### config.mk
export PLATFORM = sky130hd
export DESIGN_NAME = sbg_baud_gen
export DESIGN_NICKNAME = d
export VERILOG_FILES = /design/src/logic/sbg_pkg.sv /design/src/logic/sbg_tick_div.sv /design/src/logic/sbg_baud_gen.sv
export VERILOG_INCLUDE_DIRS = /design/src /design/src/logic
export SDC_FILE = /design/constraint.sdc
export NUM_CORES = 1
export LEC_CHECK = 0
export ABC_AREA = 1
export BUFFER_PORTS_ARGS = -buffer_cell sky130_fd_sc_hd__buf_2
export CORE_MARGIN = 4
export CORE_UTILIZATION = 37
export CTS_CLUSTER_DIAMETER = 120
export CTS_CLUSTER_SIZE = 24
export DETAILED_ROUTE_END_ITERATION = 8
export PLACE_DENSITY = 0.66
export SLEW_MARGIN = 30
export SYNTH_ARGS = -nofsm -noshare
export SYNTH_HDL_FRONTEND = slang
export SYNTH_SLANG_ARGS = --single-unit
### constraint.sdc
create_clock -name clk_sys_i -period 2 [get_ports clk_sys_i]
set_clock_uncertainty 0.15 [all_clocks]
set_input_delay 0.4 -clock clk_sys_i [delete_from_list [all_inputs] [get_ports clk_sys_i]]
set_output_delay 0.4 -clock clk_sys_i [all_outputs]
set_load 0.005 [all_outputs]
### src/logic/sbg_defs.svh
// Constants for the serial baud-rate generator: mode codes, divider counts
// and reset values. Included by the package and by the baud-rate generator module.
`ifndef SBG_DEFS_SVH
`define SBG_DEFS_SVH

// Oscillator divide counts
`define SBG_DIV_SHIFT      12
`define SBG_DIV_STATE      2
`define SBG_DIV_MACHINE    12
`define SBG_DIV_FIXED9     64
`define SBG_DIV_FIXED9_DBL 32
`define SBG_DIV_T1_OVF     32
`define SBG_DIV_T1_OVF_DBL 16
`define SBG_DIV_T2_OVF     16
// Timer 1 mode field codes (upper nibble low bits of timer_mode_reg)
`define SBG_T1_MODE_13BIT  2'h0
`define SBG_T1_MODE_16BIT  2'h1
`define SBG_T1_MODE_AUTO8  2'h2
`define SBG_T1_MODE_SPLIT  2'h3
// Reset values
`define SBG_RST_DOUBLE     1'h0
`define SBG_RST_T2_COUNT   16'h0000

`endif

### src/logic/sbg_pkg.sv
// Types shared by the baud-rate generator modules.
// Assumes sbg_defs.svh sits in the include path.
`include "sbg_defs.svh"

package sbg_pkg;

    // Serial port operating modes
    typedef enum logic [1:0]
    {
        SBG_MODE_SHIFT  = 2'b00,
        SBG_MODE_VAR8   = 2'b01,
        SBG_MODE_FIXED9 = 2'b10,
        SBG_MODE_VAR9   = 2'b11
    } sbg_mode_e;

endpackage

### src/logic/sbg_tick_div.sv
// Divider that turns a one-cycle input enable into a slower enable pulse.
// Assumes tick_i comes from logic on clk_sys_i; div_i may change mid-group.
`timescale 1ns/1ps

module sbg_tick_div
#(
    parameter int WIDTH = 7
)
(
    // Clock and reset
    input  wire logic             clk_sys_i,
    input  wire logic             rst_b_i,
    // Control
    input  wire logic             clr_i,
    input  wire logic [WIDTH-1:0] div_i,
    input  wire logic             tick_i,
    // Result
    output logic                  tick_o
);

    logic [WIDTH-1:0] count;

    // Refuse widths too narrow to count a group of ticks
    if (WIDTH < 2)
    begin
        $error("sbg_tick_div: WIDTH below 2");
    end

    // Counts input ticks; pulses on the last of each group of div_i
    always_ff @(posedge clk_sys_i)
    begin
        if (!rst_b_i || clr_i)
        begin
            count  <= '0;
            tick_o <= 1'b0;
        end
        else if (tick_i)
        begin
            // At-or-past test: a smaller div_i mid-group cannot strand count
            if (count >= div_i - WIDTH'(1))
            begin
                count  <= '0;
                tick_o <= 1'b1;
            end
            else
            begin
                count  <= count + WIDTH'(1);
                tick_o <= 1'b0;
            end
        end
        else
        begin
            tick_o <= 1'b0;
        end
    end

endmodule

### src/logic/sbg_baud_gen.sv
// Serial baud-rate generator: oscillator prescaler, timer 1 and timer 2
// counters, and the per-direction bit-rate enables for the shifters.
// Assumes one oscillator clock; control bits come from register logic on
// the same clock and are plain ports; pins pass two flip-flops here.
//
// Overview of operation
// - Shift mode runs at oscillator over twelve, ignoring timers and doubling.
// - Fixed 9-bit mode runs at osc/64, or osc/32 when doubled; doubling resets clear.
// - Variable modes take the rate from timer 1, timer 2, or one each.
// - Timer 1 source: overflow rate over 32, times two when doubled.
// - Timer 1 auto-reload: rate is 2^d*osc/(32*12*(256-reload)).
// - Timer 1 serves as source in timer or counter use, any running mode.
// - Tx and rx select bits put timer 2 in generator mode per direction.
// - In generator mode a high-byte rollover reloads the full 16-bit count.
// - Timer 2 source: overflow rate over sixteen.
// - Generator timer use counts every state time, osc/2, not osc/12.
// - Generator rate is osc/(32*(65536-reload pair)).
// - Count-source select zero means timer use, one means counting pin edges.
// - Generator rollover sets no overflow flag and raises no interrupt.
// - Ext enable: falling ext pin edge sets ext flag but never reloads.
`timescale 1ns/1ps
`include "sbg_defs.svh"

module sbg_baud_gen
    import sbg_pkg::*;
(
    // Clock and reset
    input  wire logic        clk_sys_i,
    input  wire logic        rst_b_i,
    // Serial mode and doubling
    input  wire logic [1:0]  serial_mode_i,
    input  wire logic        rate_double_bit_i,
    input  wire logic        rate_double_wr_i,
    // Timer 1 configuration (timer_mode_reg upper nibble)
    input  wire logic        timer1_run_i,
    input  wire logic        timer1_gate_i,
    input  wire logic        timer1_count_source_sel_i,
    input  wire logic [1:0]  timer1_mode_i,
    input  wire logic [7:0]  timer1_upper_byte_i,
    input  wire logic        timer1_load_i,
    input  wire logic [7:0]  timer1_lower_load_i,
    // Timer 2 configuration (timer2_control_reg bits)
    input  wire logic        tx_rate_from_timer2_i,
    input  wire logic        rx_rate_from_timer2_i,
    input  wire logic        timer2_run_bit_i,
    input  wire logic        timer2_count_source_sel_i,
    input  wire logic        timer2_ext_input_enable_i,
    input  wire logic [7:0]  timer2_reload_upper_i,
    input  wire logic [7:0]  timer2_reload_lower_i,
    input  wire logic        timer2_ext_flag_clr_i,
    // Pins
    input  wire logic        timer1_pin_i,
    input  wire logic        timer1_gate_pin_i,
    input  wire logic        timer2_pin_i,
    input  wire logic        timer2_ext_pin_i,
    // Rate enables and status
    output logic             tx_bit_tick_o,
    output logic             rx_bit_tick_o,
    output logic             rate_double_o,
    output logic             timer1_overflow_o,
    output logic             timer2_overflow_flag_o,
    output logic             timer2_ext_flag_o,
    output logic [7:0]       timer2_count_upper_o,
    output logic [7:0]       timer2_count_lower_o
);

    sbg_mode_e   mode;
    logic [3:0]  osc_cnt;
    logic        state_tick;
    logic        mach_tick;
    logic        fix_tick;
    logic [5:0]  fix_cnt;
    logic [2:0]  t1_s1, t1_s2, t2_s1, t2_s2;
    logic        t1_q, t2_q, timer2_ext_pin_q;
    logic        t1_fall, t2_fall, timer2_ext_pin_fall;
    logic [7:0]  t1_lo, t1_hi;
    logic        t1_inc, t1_ovf;
    logic [15:0] t2_cnt;
    logic        t2_gen, t2_inc, t2_ovf;
    logic        t1_div_tick, t2_div_tick;
    logic [6:0]  t1_div;
    logic        next_tx, next_rx;

    assign mode = sbg_mode_e'(serial_mode_i);
    assign t2_gen = tx_rate_from_timer2_i | rx_rate_from_timer2_i;

    // Pin synchronisers; the first stage feeds only the second
    always_ff @(posedge clk_sys_i)
    begin
        if (!rst_b_i)
        begin
            t1_s1 <= 3'h7;
            t1_s2 <= 3'h7;
        end
        else
        begin
            t1_s1 <= {timer1_pin_i, timer1_gate_pin_i, timer2_pin_i};
            t1_s2 <= t1_s1;
        end
    end

    always_ff @(posedge clk_sys_i)
    begin
        if (!rst_b_i)
        begin
            t2_s1  <= 3'h7;
            t2_s2  <= 3'h7;
            t1_q   <= 1'b1;
            t2_q   <= 1'b1;
            timer2_ext_pin_q <= 1'b1;
        end
        else
        begin
            t2_s1  <= {timer2_ext_pin_i, 2'h3};
            t2_s2  <= t2_s1;
            t1_q   <= t1_s2[2];
            t2_q   <= t1_s2[0];
            timer2_ext_pin_q <= t2_s2[2];
        end
    end

    // Falling edges, seen after synchronising
    assign t1_fall   = t1_q & ~t1_s2[2];
    assign t2_fall   = t2_q & ~t1_s2[0];
    assign timer2_ext_pin_fall = timer2_ext_pin_q & ~t2_s2[2];

    // Oscillator prescaler: state time every 2, machine cycle every 12
    always_ff @(posedge clk_sys_i)
    begin
        if (!rst_b_i)
            osc_cnt <= 4'h0;
        else if (osc_cnt == 4'(`SBG_DIV_MACHINE - 1))
            osc_cnt <= 4'h0;
        else
            osc_cnt <= osc_cnt + 4'h1;
    end

    assign state_tick = osc_cnt[0];
    assign mach_tick  = (osc_cnt == 4'(`SBG_DIV_MACHINE - 1));

    // Doubling bit, cleared by reset
    always_ff @(posedge clk_sys_i)
    begin
        if (!rst_b_i)
            rate_double_o <= `SBG_RST_DOUBLE;
        else if (rate_double_wr_i)
            rate_double_o <= rate_double_bit_i;
    end

    // Fixed 9-bit rate counter: terminal at 64 or 32 oscillator periods
    always_ff @(posedge clk_sys_i)
    begin
        if (!rst_b_i)
            fix_cnt <= 6'h00;
        else
            fix_cnt <= fix_cnt + 6'h01;
    end

    assign fix_tick = rate_double_o ? (fix_cnt[4:0] == 5'h1F)
                                    : (fix_cnt == 6'h3F);

    // Timer 1: timer or counter use in any counting mode
    assign t1_inc = timer1_run_i & (~timer1_gate_i | t1_s2[1]) &
                    (timer1_count_source_sel_i ? t1_fall : mach_tick);
    always_ff @(posedge clk_sys_i)
    begin
        if (!rst_b_i)
        begin
            t1_lo <= 8'h00;
            t1_hi <= 8'h00;
        end
        else if (timer1_load_i)
        begin
            t1_lo <= timer1_lower_load_i;   // software reload, low-rate use
            t1_hi <= timer1_upper_byte_i;
        end
        else if (t1_inc)
        begin
            unique case (timer1_mode_i)
                `SBG_T1_MODE_13BIT:
                begin
                    t1_lo <= {3'h0, t1_lo[4:0] + 5'h01};
                    if (t1_lo[4:0] == 5'h1F)
                        t1_hi <= t1_hi + 8'h01;
                end
                `SBG_T1_MODE_16BIT:
                begin
                    t1_lo <= t1_lo + 8'h01;
                    if (t1_lo == 8'hFF)
                        t1_hi <= t1_hi + 8'h01;
                end
                `SBG_T1_MODE_AUTO8:
                    t1_lo <= (t1_lo == 8'hFF) ? timer1_upper_byte_i
                                              : t1_lo + 8'h01;
                `SBG_T1_MODE_SPLIT:
                    t1_hi <= t1_hi;       // Halted, holds its count
            endcase
        end
    end

    always_comb
    begin
        unique case (timer1_mode_i)
            `SBG_T1_MODE_13BIT:
                t1_ovf = t1_inc & (t1_lo[4:0] == 5'h1F) & (t1_hi == 8'hFF);
            `SBG_T1_MODE_16BIT:
                t1_ovf = t1_inc & (t1_lo == 8'hFF) & (t1_hi == 8'hFF);
            `SBG_T1_MODE_AUTO8:
                t1_ovf = t1_inc & (t1_lo == 8'hFF);
            `SBG_T1_MODE_SPLIT:
                t1_ovf = 1'b0;
        endcase
    end

    // Timer 2 in generator mode: state-time or pin counting, auto reload
    assign t2_inc = timer2_run_bit_i &
                    (timer2_count_source_sel_i ? t2_fall : state_tick);
    assign t2_ovf = t2_gen & t2_inc & (t2_cnt == 16'hFFFF);

    always_ff @(posedge clk_sys_i)
    begin
        if (!rst_b_i)
            t2_cnt <= `SBG_RST_T2_COUNT;
        // A stopped timer presets from the reload pair: there is no
        // count write path, and a start from zero would take 2^17 cycles
        else if (!timer2_run_bit_i)
            t2_cnt <= {timer2_reload_upper_i, timer2_reload_lower_i};
        else if (t2_gen && t2_inc)
        begin
            if (t2_cnt == 16'hFFFF)
                t2_cnt <= {timer2_reload_upper_i, timer2_reload_lower_i};
            else
                t2_cnt <= t2_cnt + 16'h0001;
        end
    end

    // Flags: rollover in generator mode never sets the overflow flag;
    // pin edge sets the ext flag only, and a set beats a clear
    always_ff @(posedge clk_sys_i)
    begin
        if (!rst_b_i)
        begin
            timer2_overflow_flag_o <= 1'b0;
            timer2_ext_flag_o      <= 1'b0;
        end
        else
        begin
            timer2_overflow_flag_o <= 1'b0;
            if (t2_gen && timer2_ext_input_enable_i && timer2_ext_pin_fall)
                timer2_ext_flag_o <= 1'b1;
            else if (timer2_ext_flag_clr_i)
                timer2_ext_flag_o <= 1'b0;
        end
    end

    // Overflow dividers: timer 1 by 32 (16 doubled), timer 2 by 16
    assign t1_div = rate_double_o ? 7'(`SBG_DIV_T1_OVF_DBL)
                                  : 7'(`SBG_DIV_T1_OVF);

    sbg_tick_div #(.WIDTH(7)) u_t1_div
    (
        .clk_sys_i (clk_sys_i),
        .rst_b_i   (rst_b_i),
        .clr_i     (1'b0),
        .div_i     (t1_div),
        .tick_i    (t1_ovf),
        .tick_o    (t1_div_tick)
    );

    sbg_tick_div #(.WIDTH(7)) u_t2_div
    (
        .clk_sys_i (clk_sys_i),
        .rst_b_i   (rst_b_i),
        .clr_i     (~t2_gen),
        .div_i     (7'(`SBG_DIV_T2_OVF)),
        .tick_i    (t2_ovf),
        .tick_o    (t2_div_tick)
    );

    // Rate selection per direction
    always_comb
    begin
        unique case (mode)
            SBG_MODE_SHIFT:
            begin
                next_tx = mach_tick;
                next_rx = mach_tick;
            end
            SBG_MODE_FIXED9:
            begin
                next_tx = fix_tick;
                next_rx = fix_tick;
            end
            SBG_MODE_VAR8, SBG_MODE_VAR9:
            begin
                next_tx = tx_rate_from_timer2_i ? t2_div_tick
                                                : t1_div_tick;
                next_rx = rx_rate_from_timer2_i ? t2_div_tick
                                                : t1_div_tick;
            end
        endcase
    end

    // Registered outputs
    always_ff @(posedge clk_sys_i)
    begin
        if (!rst_b_i)
        begin
            tx_bit_tick_o        <= 1'b0;
            rx_bit_tick_o        <= 1'b0;
            timer1_overflow_o    <= 1'b0;
            timer2_count_upper_o <= 8'h00;
            timer2_count_lower_o <= 8'h00;
        end
        else
        begin
            tx_bit_tick_o        <= next_tx;
            rx_bit_tick_o        <= next_rx;
            timer1_overflow_o    <= t1_ovf;
            timer2_count_upper_o <= t2_cnt[15:8];
            timer2_count_lower_o <= t2_cnt[7:0];
        end
    end
endmodule

# After elaboration in Yosys (flattened, before gate mapping)
# Cells that the tools add are included.
# op_classes
reduce_logical	17
bitwise_logic	21
order_cmp	2
n_addsub	9
eq_ne	16
muxes	27
# op_table
cell	n
8-bit 2-to-1 mux	7
16-bit 2-to-1 mux	3
8-bit case mux with 3 select lines	1
16-bit by 1-bit adder with 16-bit output, second input constant	1
8-bit by 1-bit adder with 8-bit output, second input constant	2
16-bit equality test, second input constant	1
8-bit equality test, second input constant	2
8-bit case mux with 2 select lines	1
7-bit by 1-bit adder with 7-bit output, second input constant	2
7-bit 2-to-1 mux	2
1-bit bitwise AND	12
5-bit equality test, second input constant	2
1-bit 2-to-1 mux	9
2-bit equality test, second input constant	4
7-bit by 4-bit greater-or-equal comparator with 1-bit output, second input constant	1
7-bit greater-or-equal comparator	1
1-bit NOT	7
6-bit by 1-bit subtractor with 7-bit output, second input constant	1
6-bit by 1-bit adder with 6-bit output, second input constant	1
6-bit equality test, second input constant	1
6-bit 2-to-1 mux	1
3-bit inequality test, second input constant	2
1-bit case mux with 3 select lines	2
2-bit OR reduction	3
other kinds (16)	23
# word_totals
inputBits	54
wordCells	116
out_inout_bits	22
ff_bits	94

# Logic depth before layout (Yosys ltp)
# Gate-level depths: netlist of run 1.
# logic_depth
ltp_word	8
ltp_mapped	13
mapped_depth_nobuf	12

# Hierarchy
# Synthesis of run 1 repeated with hierarchy kept, for this count alone.
# unflattened
cells_unflattened	776
area_unflattened_um2	5322.6
# by_module_without_submodules
mod	cells_per_inst	area_each_um2	seq_area_each_um2	instances
sbg_baud_gen	602	4036.4	1481.4	1
sbg_tick_div	87	643.1	160.2	2

# Least setup slack after synthesis of run 1
# Ideal clock, no wire load.
# synth_timing
path_type	register to register
from	register t1_lo[0]
to	register u_t1_div.count[1]
t_arrival_ns	1.642
period_less_slack_ns	1.908
setup_time_ns	0.116
n_path_buf	1
required_time_ns	1.734
setup_slack_ns	0.092
stages_incl_launch_ff	13
cell_sequence	dfxtp_1 -> ha_1 -> nand2_2 -> nor2_4 -> ha_1 -> nor2_1 -> nor2_1 -> nand3_1 -> nand2_1 -> buf_2 -> nand3_2 -> nand2_1 -> nor2_1
# synth_via
elab_chain_cells	4
word_cells_on_any_way	7
classes_between	eq/ne: 2; mux: 1; bitwise: 4
# synth_lines
element	line	text
start, declared	sbg_baud_gen.sv:76	logic [7:0] t1_lo, t1_hi;
start signal, assigned	sbg_baud_gen.sv:174	t1_lo <= timer1_lower_load_i;
start signal, assigned	sbg_baud_gen.sv:182	t1_lo <= {3'h0, t1_lo[4:0] + 5'h01};
start signal, assigned	sbg_baud_gen.sv:188	t1_lo <= t1_lo + 8'h01;
8-bit equality test or 5-bit equality test (tied branches)	sbg_baud_gen.sv:207, sbg_baud_gen.sv:209, sbg_baud_gen.sv:205	
1-bit bitwise AND, on equally long branches	sbg_baud_gen.sv:207, sbg_baud_gen.sv:209, sbg_baud_gen.sv:205	
1-bit bitwise AND, on equally long branches	sbg_baud_gen.sv:207, sbg_baud_gen.sv:205	
1-bit case mux with 4 select lines *	sbg_baud_gen.sv:203	unique case (timer1_mode_i)
end signal, assigned	sbg_tick_div.sv:47	count <= count + WIDTH'(1);
end, declared	sbg_tick_div.sv:21	logic [WIDTH-1:0] count;
# Every way passes the cells marked *; elsewhere a longest branch is shown, timed or not.
# A chain may end at the register's enable or synchronous reset.

# Final worst setup path of run 1
# layout_timing
from	register t1_lo[0]
to	register u_t1_div.count[4]
# The elaborated chain is that of the path after synthesis.

==> results of run 1 <==
[sequential cells by signal, indices dropped and copies added, names as in the netlist, 4 cells and up]
name	flops
t1_lo	8
osc_cnt	4
u_t2_div.count	7
u_t1_div.count	7
fix_cnt	6
timer2_count_lower_o	8
t1_hi	8
t2_cnt	16
timer2_count_upper_o	8
[worst max path at each step]
stage | startpoint | endpoint | slack [ns] | depth (start not counted)
after CTS | t1_lo[1]$_SDFFE_PN0P_ | u_t1_div.count[1]$_SDFFE_PN0P_ | 0.06 | 11
after floorplan | t1_lo[0]$_SDFFE_PN0P_ | u_t1_div.count[1]$_SDFFE_PN0P_ | 0.09 | 12
final | t1_lo[0]$_SDFFE_PN0P_ | u_t1_div.count[4]$_SDFFE_PN0P_ | 0.14 | 13
after global placement | timer1_mode_i[1] | u_t1_div.count[1]$_SDFFE_PN0P_ | 0.08 | 11
after global routing | t1_lo[0]$_SDFFE_PN0P_ | u_t1_div.count[2]$_SDFFE_PN0P_ | 0.006 | 12
after detailed placement | timer1_mode_i[1] | u_t1_div.count[1]$_SDFFE_PN0P_ | 0.05 | 11
[cells by family after synthesis]
family	Yosys count
buffers and inverters	123
flip-flops	90
XOR/XNOR	10
AND/OR/NAND/NOR	382
other	1
AO/OA/AOI/OAI	89
adder cells (fa/ha/maj)	15
[cell type report]
class / instances / area [µm²] / area share
sequential: 90 / 1800 / 0.310
inverter: 103 / 387 / 0.0666
clock buffer: 9 / 225 / 0.0388
tap: 172 / 215 / 0.0371
multi-input combinational: 497 / 2490 / 0.429
clock inverter: 6 / 65.1 / 0.0112
timing repair buffer: 104 / 621 / 0.107
[routing by layer]
metal	wire length [µm]	share of wire
met5	0	0
met4	103	0.0089
met3	591	0.051
met2	5150	0.45
met1	5680	0.49
[metrics by stage]
stage / utilization / setup WS (ns) / area (µm²) / cells / hold WS (ns)
after floorplan: - / 0.0919 / 4790 / 710 / 0.242
after global placement: 0.434 / 0.0815 / 5500 / 965 / 0.244
after detailed placement: 0.434 / 0.0535 / 5500 / 965 / 0.247
after CTS: 0.457 / 0.0557 / 5790 / 980 / 0.0769
after global routing: 0.458 / 0.00639 / 5800 / 981 / 0.0894
final: 0.458 / 0.145 / 5800 / 981 / 0.0908
[critical path, stage by stage, from the launching register on]
cell	delay [ns]
dfxtp_1	0.33
ha_1	0.17
nand2_2	0.09
nor2_4	0.11
ha_1	0.18
nor2_1	0.05
nor2_1	0.10
nand3_1	0.09
nand2_2	0.15
buf_4	0.13
nand3b_1	0.07
nand2_1	0.06
inv_1	0.03
nor2_1	0.09
[power breakdown]
group / internal [mW] / leakage [nW] / switching (mW) / total [mW]
logic: 0.224 / 2.03 / 0.313 / 0.537
registers: 1.88 / 0.738 / 0.0699 / 1.95
clock network: 0.966 / 0.142 / 0.720 / 1.69
total: 3.07 / 2.91 / 1.10 / 4.18
[placed cells by master, fill, tap and decap left out, types with 2 or more instances in the layout]
| cell type | synthesis | layout |
|---|---|---|
| nor2_1 | 75 | 74 |
| o21ai_1 | 4 | 5 |
| nand2_2 | 6 | 6 |
| nand3b_1 | 7 | 7 |
| buf_4 | 2 | 28 |
| clkbuf_16 | 0 | 9 |
| nand4_1 | 13 | 13 |
| nand3_2 | 3 | 3 |
| nand3_1 | 63 | 63 |
| inv_6 | 0 | 2 |
| ha_1 | 15 | 15 |
| nor2_2 | 1 | 2 |
| o21ai_0 | 35 | 34 |
| xor2_1 | 6 | 6 |
| dfxtp_1 | 90 | 90 |
| inv_1 | 101 | 101 |
| o21bai_1 | 2 | 2 |
| clkinv_2 | 0 | 2 |
| nor2_4 | 6 | 6 |
| nor3_1 | 9 | 9 |
| inv_2 | 2 | 2 |
| xnor2_1 | 4 | 4 |
| a21oi_1 | 43 | 43 |
| or2_2 | 11 | 11 |
| nand2_4 | 3 | 4 |
| nand2_1 | 183 | 182 |
| buf_12 | 0 | 2 |
| buf_2 | 7 | 74 |
[what timing repair did]
| item | 4_1_cts | 5_1_grt |
|---|---|---|
| setup endpoints to repair | 0 | 10 |
| gates resized for setup | 0 | 4 |
| hold buffers | 0 | 0 |
| buffers inserted | 0 | 1 |
==> metrics.md, run 1 <==
| Metric | Value |
|---|---|
| Worst hold path cell count | 2 |
| WP data required | ~2.1 ns |
| Clock Tree Buf Depth | 2 |
| Ys async rst share | 0 |
| Unrepaired setup endpoints after global routing | false |
| Number of buffers created by CTS | 9 |
| Startpoint types | flop |
| Synth Net Count | between 700 and 800 |
| Final hold vios | 0 |
| Tot GR Track Use | 0.161 |
| Top FF cell, synth | dfxtp_1 |
| Core area | around 13,000 µm² |
| Share of layout cells above drive strength 1 | 0.192 |
| PortBufs | 74 |
| Final Wtd Congestion | around 0.87 |
| FP Rows | just over 40 |
| GRT met3 Usage | 0.0418 |
| Max Clk Rate | 539 MHz |
| Largest family of logic cells by synthesized area | simple AND/OR/NAND/NOR gates |
| Initial Util | 0.378 |
| Clk sinks | 90 |
| Fin. max-slew vios | 0 |
| Worst VDD drop | around 0.56 mV |
| Hold path startpoint | timer1_pin_i |
| Mux contribution to synthesized area | 0 |
| Clock-pin slew on the worst setup and hold paths | 0.07 ns |
| Largest area contributor in the synthesized netlist | dfxtp_1 |
| Met2 Usage GRT | 0.253 |
| Count leader, synth | nand2_1 |
| Die Ht | roughly 120 µm |
| Synth Area per Inst | a little under 7 µm² |
| Simple-gate share of the synthesized area | 0.362 |
| Synth Area in Adders | 0.0392 |
| Reg2Reg Setup Slack | 0.14 ns |
| Worst Hold Class | in2reg |
| Synth top area cells | dfxtp_1, nand2_1, inv_1 |
| First-pass GRT wire length | 19,200 µm |
| Critical path type | reg2reg |
| Total of max-cap violations | 0 |
| Starting DRT DRC Count | 244 |
| Initial antenna violation count | 0 |
| Synth Area in Compound Gates | 0.0969 |
| Register area share after synthesis | 0.376 |
| Vias in the first global route | 4,101 |
| Largest net degree at the start of global routing | 29 |
| Diodes inserted | 0 |
| Total gr overflow | 0 |
| Met1 Use GR | 0.222 |
| Grt peak-use layer | met2 |
| Hpwl dp | approximately 8700 µm |
| Mapped Cells | about 700 |
| Leak | roughly 2.9 nW |
| Worst EP arrival | approximately 2.0 ns |
| Post-route ant nets | 0 |
| Final setup violation count | 0 |
| Final setup TNS | 0 ns |
| H-tree depth | 3 |
| Reg2reg path depth | 13 |
| Total power | between 4 and 5 mW |
| Hold Crit Endpoint | t1_s1[2]$_SDFF_PN1_ |
| Worst skew pair latency | between 0.3 and 0.4 ns |
| Root Buffer | clkbuf_16 |
| Final net count | 874 |
| Synthesis-stage register bit count | 90 |
| Synth warn | 0 |
| Kind of end point of the critical path | flop |
| DRC | 0 |
| Horiz. Die Dim | 122 µm |
| Synth-to-layout area growth | 21.2% |
| Clock tree from TritonCTS | built |
| PwrDens | a little over 700 nW/µm² |
| Via count of the routed design | ~4,600 |
| Final wirelength | ~12,000 µm |
| Minimum clock period | 1.86 ns |
| FF-to-FF End | u_t1_div.count[4]$_SDFFE_PN0P_ |
| Distinct cells, synth | 35 |
| Critical-path maximum fanout | 6 |
| Xor and xnor area share after synthesis | 0.0183 |
| Die ar. | 14,800 µm² |
| Post-synth EDFFs | 0 |
| Vias per inst | roughly 4.7 |
| Mapped Area | ~4800 µm² |
| Fillers | between 1,000 and 1,500 |
| Io pins | 76 |
| FF-to-FF Start | t1_lo[0]$_SDFFE_PN0P_ |
| Status | finished clean |
| Synth cell count leaders | nand2_1, inv_1, dfxtp_1 |
| Final Cycle Share | 0.928 |
| Top cell type's share of synthesized area | 0.376 |
| Routed WL per cell | ~12 µm |
| Number of iterations in the first detailed-routing pass | 5 |
(Power assumes the default switching activity.)
==> run 2, diff against run 1 <==
CTS_CLUSTER_SIZE = 40   (was 24)
SYNTH_HIERARCHICAL = 1   (was default)
==> metrics.md, run 2 <==
| Metric | Value |
|---|---|
| Initial Util | 0.381 (+0.00260) |
| Share of layout cells above drive strength 1 | 0.232 (+0.0404) |
| Register area | 1810 µm² (+0.56%) |
| Hold buffers post-CTS | 0 (unchanged) |
| Final Wtd Congestion | 0.890 (+2.4%) |
| Number of iterations in the first detailed-routing pass | 5 (unchanged) |
| Final setup violation count | 0 (unchanged) |
| Distinct cells, synth | 39 (+11%) |
| Synth Area in Adders | 0.0705 (+0.0313) |
| Io pins | 76 (unchanged) |
| Mux contribution to synthesized area | 0.00752 (+0.00752) |
| Status | finished clean |
| Worst VDD drop | 0.442 mV (-22%) |
| Synth cell count leaders | nand2_1, inv_1, dfxtp_1 |
| Reg2Reg Setup Slack | 0.11 ns (-0.04 ns) |
| Number of buffers created by CTS | 9 (unchanged) |
| H-tree depth | 3 (unchanged) |
| Synth Area in Compound Gates | 0.0856 (-0.0114) |
| Post-route ant nets | 0 (unchanged) |
| Startpoint types | flop |
| FP Rows | 43 (+4.9%) |
| Diodes inserted | 0 (unchanged) |
| Largest area contributor in the synthesized netlist | dfxtp_1 |
| Synth warn | 6 (+6) |
| Die Ht | 128 µm (+5.1%) |
| Count leader, synth | nand2_1 |
| Top FF cell, synth | dfxtp_1 |
| Synth-to-layout area growth | 26.6% |
| Tot GR Track Use | 0.159 (-0.00234) |
| Fin. max-slew vios | 0 (unchanged) |
| Clk sinks | 90 (unchanged) |
| Vias in the first global route | 4,754 (+16%) |
| Dpl cells | 1,090 (+13%) |
| Fin Hold WS | 0.0865 ns (-0.00426 ns) |
| Number of flip-flops in the largest register | 16 (unchanged) |
| Most common cell after layout, fill and taps aside | nand2_1 |
| Ys async rst share | 0 (unchanged) |
| Fillers | 1,418 (+4.3%) |
| Largest net degree at the start of global routing | 29 (unchanged) |
| First-pass GRT wire length | 21,300 µm (+11%) |
| Minimum clock period | 1.89 ns (+0.0368 ns) |
| Footprint of the multi-input gates | 3120 µm² (+25%) |
| Top cell type's share of synthesized area | 0.339 (-0.0378) |
| Final net count | 1,010 (+16%) |
| FF-to-FF Start | t1_lo[0]$_SDFFE_PN0P_ |
| Core area | 14,000 µm² (+10%) |
| WP data required | 2.09 ns (-0.04 ns) |
| DRC | 0 (unchanged) |
| Total gr overflow | 0 (unchanged) |
| Root Buffer | clkbuf_16 |
| Largest family of logic cells by synthesized area | simple AND/OR/NAND/NOR gates |
| Hold Crit Endpoint | t2_s1[2]$_SDFF_PN1_ |
| Synth top area cells | dfxtp_1, nand2_1, inv_1 |
| Clock Tree Buf Depth | 2 (unchanged) |
| Max Clk Rate | 529 MHz (-1.9%) |
| Xor and xnor area share after synthesis | 0.0461 (+0.0278) |
| Synth Area per Inst | 6.86 µm² (+1.7%) |
| Biggest register | t2_cnt |
| Reg2reg path depth | 11 (-2) |
| Critical path type | reg2reg |
| PwrDens | 620 nW/µm² (-14%) |
| Worst Hold Class | in2reg |
| PortBufs | 74 (unchanged) |
| FF-to-FF End | u_t1_div/count[2]$_SDFFE_PP0P_ |
| Starting DRT DRC Count | 286 (+17%) |
| Total of max-cap violations | 0 (unchanged) |
| Clock-pin slew on the worst setup and hold paths | 0.06 ns (about the same) |
| Final hold vios | 0 (unchanged) |
| Mapped Cells | 776 (+9.3%) |
| Leak | 3.54 nW (+22%) |
| Simple-gate share of the synthesized area | 0.342 (-0.0202) |
| Final Cycle Share | 0.946 (+0.0184) |
| Hold path startpoint | timer2_ext_pin_i |
| Post-synth EDFFs | 0 (unchanged) |
| Cell Count, Final, Fillers Out | 1,111 (+13%) |
| Critical-path maximum fanout | 4 (-2) |
| Worst hold path cell count | 2 (unchanged) |
| Routed WL per cell | 11.3 µm (-4.1%) |
| Unrepaired setup endpoints after global routing | true |
| Mapped Area | 5320 µm² (+11%) |
| Hpwl dp | 9630 µm (+11%) |
| Initial antenna violation count | 2 (+2) |
| Most frequent cells in the layout | nand2_1, inv_1, dfxtp_1 |
| Kind of end point of the critical path | flop |
| Worst EP arrival | 1.98 ns (about the same) |
| Final setup TNS | 0 ns (unchanged) |
| Clock tree from TritonCTS | built |
| Register area share after synthesis | 0.339 (-0.0378) |
| Synthesis-stage register bit count | 90 (unchanged) |
| Die ar. | 16,400 µm² (+10%) |
| Pre-CTS worst setup slack | -0.0696 ns (-0.123 ns) |
| Final wirelength | 12,500 µm (+8.6%) |
| Total power | 4.18 mW (about the same) |
| Horiz. Die Dim | 128 µm (+5.1%) |
| Worst skew pair latency | 0.35 ns (about the same) |
| Via count of the routed design | 5,127 (+12%) |
| Final WS setup | 0.108 ns (-0.0368 ns) |
| Vias per inst | 4.61 (-0.96%) |
run 2: area by class of cell:
type | instances | area share
clock inverter | 4 | 0.00390
timing repair buffer | 134 | 0.126
sequential | 90 | 0.269
multi-input combinational | 570 | 0.464
tap | 180 | 0.0334
clock buffer | 12 | 0.0366
inverter | 121 | 0.0674
run 2: metrics by stage:
step	cell area, µm²	utilization
global placement	6360	0.454
floorplan	5450	-
detailed placement	6360	0.454
finish	6740	0.482
global route	6740	0.482
CTS	6630	0.474
run 2: what timing repair did:
| action | CTS | global route |
|---|---|---|
| pin swaps | 0 | 20 |
| cloned | 0 | 0 |
| buffers inserted | 0 | 5 |
| gates resized for setup | 1 | 23 |
| endpoints found under the setup margin | 7 | 30 |
run 2: kinds of logic after synthesis:
logic type,Yosys count
AO/OA/AOI/OAI,87
XOR/XNOR,28
adder cells (fa/ha/maj),30
buffers and inverters,141
flip-flops,90
multiplexers,4
other,2
AND/OR/NAND/NOR,394
run 2: metal layers:
metal,vias up,GRT usage,part of all wire
li1,2713,-,-
met1,2277,0.210,0.48
met2,112,0.253,0.44
met3,21,0.0400,0.055
met4,4,0.0537,0.017
met5,-,0,0.0018
run 2: worst max-delay path, cell delays in order (launching register included):
cell and delay (ns):
dfxtp_4 0.35, ha_4 0.16, nand2_4 0.08, nor2_4 0.04, ha_4 0.16, o21ai_2 0.10
nor2_1 0.05, o21a_2 0.26, buf_4 0.17, nand2_1 0.07, xor2_1 0.14, nor2_1 0.06
run 2: how the worst max path moves through the flow:
stage                                      to  slack (ns)  cells past startpoint                    from
2_1_floorplan  u_t1_div/count[5]$_SDFFE_PP0P_       -0.05                     13   t1_lo[1]$_SDFFE_PN0P_
3_3_place_gp   u_t1_div/count[5]$_SDFFE_PP0P_      -0.008                     12        timer1_mode_i[0]
5_1_grt        u_t1_div/count[5]$_SDFFE_PP0P_       -0.04                     12   t1_lo[0]$_SDFFE_PN0P_
6_report       u_t1_div/count[2]$_SDFFE_PP0P_        0.11                     11   t1_lo[0]$_SDFFE_PN0P_
3_5_place_dp   u_t1_div/count[3]$_SDFFE_PP0P_       -0.07                     11        timer1_mode_i[0]
4_1_cts        u_t2_div/count[5]$_SDFFE_PP0P_       0.005                     11  t2_cnt[0]$_SDFFE_PN0P_
run 2: power by group:
part	internal, mW	switching [mW]
combinational	0.293	0.374
sequential	1.88	0.0542
clock	0.875	0.695
==> run 3, diff against run 2 <==
CORE_UTILIZATION = 52   (was 37)
PLACE_DENSITY = 0.84   (was 0.66)
==> metrics.md, run 3 (synthesis gave the netlist of run 2 again) <==
| Metric | Value |
|---|---|
| Synth-to-layout area growth | 22.2% |
| WP data required | 2.16 ns (+0.07 ns) |
| Die Ht | 109 µm (-15%) |
| Final Wtd Congestion | 0.928 (+4.3%) |
| Initial antenna violation count | 1 (-1) |
| Critical path type | reg2reg |
| Rel. slew slack | 0.662 |
| Clock-pin slew on the worst setup and hold paths | 0.11 ns (+0.05 ns) |
| Worst Tran Pin Value | 0.506 ns |
| Via count of the routed design | 5,169 (+0.82%) |
| Fin. max-slew vios | 0 (unchanged) |
| Total of max-cap violations | 0 (unchanged) |
| Worst VDD drop | 0.360 mV (-19%) |
| Clock Tree Buf Depth | 2 (unchanged) |
| Most common cell after layout, fill and taps aside | nand2_1 |
| Routed WL per cell | 11.6 µm (+3.3%) |
| Post-route ant nets | 0 (unchanged) |
| Leak | 3.45 nW (-2.4%) |
| Horiz. Die Dim | 109 µm (-15%) |
| Critical-path maximum fanout | 3 (-1) |
| Total gr overflow | 0 (unchanged) |
| Final net count | 999 (-1.1%) |
| Clk sinks | 90 (unchanged) |
| PortBufs | 74 (unchanged) |
| Unrepaired setup endpoints after global routing | true |
| Hold buffers post-CTS | 0 (unchanged) |
| Max Clk Rate | 514 MHz (-2.8%) |
| Final setup violation count | 0 (unchanged) |
| Tot GR Track Use | 0.207 (+0.0486) |
| Starting DRT DRC Count | 258 (-9.8%) |
| Critical path, cell by cell | ha_2 -> nand3_1 -> nor2_1 -> nand2_1 -> nor2_1 -> o21a_2 -> nand4_2 -> inv_1 -> nand3_1 -> nand2_1 -> nand2_1 -> nor2_1 |
| Initial Util | 0.540 (+0.159) |
| Final wirelength | 12,300 µm (-2.1%) |
| Worst skew pair latency | 0.37 ns (+0.02 ns) |
| Core area | 9860 µm² (-29%) |
| Number of flip-flops in the largest register | 16 (unchanged) |
| Worst Hold Class | in2reg |
| Number of buffers created by CTS | 9 (unchanged) |
| Status | finished clean |
| Worst Setup SP | t1_hi[1]$_SDFFE_PN0P_ |
| Hold path startpoint | timer2_ext_pin_i |
| CP bufs+invs | 1 (unchanged) |
| Die ar. | 11,900 µm² (-27%) |
| Vias per inst | 4.91 (+6.4%) |
| Slowest stage cell, crit path | dfxtp_1 |
| Finished layout cell area | 6500 µm² (-3.4%) |
| Io pins | 76 (unchanged) |
| Fin Hold WS | 0.0656 ns (-0.0209 ns) |
| Largest net degree at the start of global routing | 29 (unchanged) |
| Worst EP arrival | 2.11 ns (+0.13 ns) |
| Root Buffer | clkbuf_8 |
| H-tree depth | 3 (unchanged) |
| Crit-path leading delay family | simple AND/OR/NAND/NOR gates |
| Fillers | 850 (-40%) |
| Final setup TNS | 0 ns (unchanged) |
| Most frequent cells in the layout | nand2_1, inv_1, dfxtp_1 |
| Hpwl dp | 9170 µm (-4.8%) |
| Share of layout cells above drive strength 1 | 0.226 (-0.00592) |
| Kind of end point of the critical path | flop |
| Slowest cell delay on critical path | 0.38 ns (+0.03 ns) |
| PwrDens | 584 nW/µm² (-5.8%) |
| DRC | 0 (unchanged) |
| Minimum clock period | 1.95 ns (+0.0543 ns) |
| Number of iterations in the first detailed-routing pass | 5 (unchanged) |
| First-pass GRT wire length | 20,100 µm (-5.8%) |
| FP Rows | 36 (-16%) |
| Biggest register | t2_cnt |
| FF-to-FF Start | t1_hi[1]$_SDFFE_PN0P_ |
| Final hold vios | 0 (unchanged) |
| DP Area | 6210 µm² (-2.3%) |
| Clock tree from TritonCTS | built |
| Diodes inserted | 0 (unchanged) |
| Vias in the first global route | 4,713 (-0.86%) |
| Startpoint types | flop |
| Final Cycle Share | 0.973 (+0.0271) |
run 3: layout make-up:
type | instances | area, µm² | area share
sequential | 90 | 1820 | 0.279
tap | 133 | 166 | 0.0256
multi-input combinational | 570 | 3130 | 0.481
clock inverter | 7 | 68.8 | 0.0106
timing repair buffer | 123 | 742 | 0.114
inverter | 121 | 454 | 0.0698
clock buffer | 9 | 124 | 0.0190
run 3: what timing repair did:
action                                  4_1_cts  5_1_grt
endpoints found under the setup margin        7       31
gates resized for setup                       1       25
pin swaps                                     0        5
buffers inserted                              0        2
run 3: worst paths after layout:
| check | end | slack (ns) | cells past startpoint |
|---|---|---|---|
| worst min register to register | t1_s2[1]$_SDFF_PN1_ | 0.27 | 1 |
| worst max-delay path | u_t1_div/count[6]$_SDFFE_PP0P_ | 0.05 | 12 |
| worst max register to register | u_t1_div/count[6]$_SDFFE_PP0P_ | 0.05 | 12 |
| worst min-delay path | t2_s1[2]$_SDFF_PN1_ | 0.07 | 2 |
run 3: worst reg2reg max path, cell delays in order (launching register included):
cell     delay (ns)
dfxtp_1        0.38
ha_2           0.22
nand3_1        0.11
nor2_1         0.12
nand2_1        0.08
nor2_1         0.10
o21a_2         0.21
nand4_2        0.12
inv_1          0.11
nand3_1        0.07
nand2_1        0.08
nand2_1        0.05
nor2_1         0.09
run 3: per-stage QoR:
step | utilization | std cells | setup slack [ns] | total power, mW
floorplan | - | 801 | -0.0469 | 2.37
global placement | 0.630 | 1035 | -0.0560 | 2.58
detailed placement | 0.630 | 1035 | -0.0798 | 2.60
CTS | 0.649 | 1051 | 0.0175 | 3.82
global route | 0.659 | 1053 | -0.0356 | 3.99
finish | 0.659 | 1053 | 0.0539 | 3.80
run 3: report_power, final:
part | internal, mW | switching (mW) | total [mW] | leakage, nW
Sequential | 1.88 | 0.0574 | 1.94 | 0.741
Combinational | 0.279 | 0.368 | 0.647 | 2.61
Clock | 0.485 | 0.729 | 1.21 | 0.0980
run 3: layer usage:
metal  GRT usage  share of wire  up-vias
met5           0        0.00057        -
met4      0.0712          0.016        2
met3      0.0391          0.065       16
met2       0.349           0.47      165
met1       0.266           0.45     2308
li1            -              -     2678
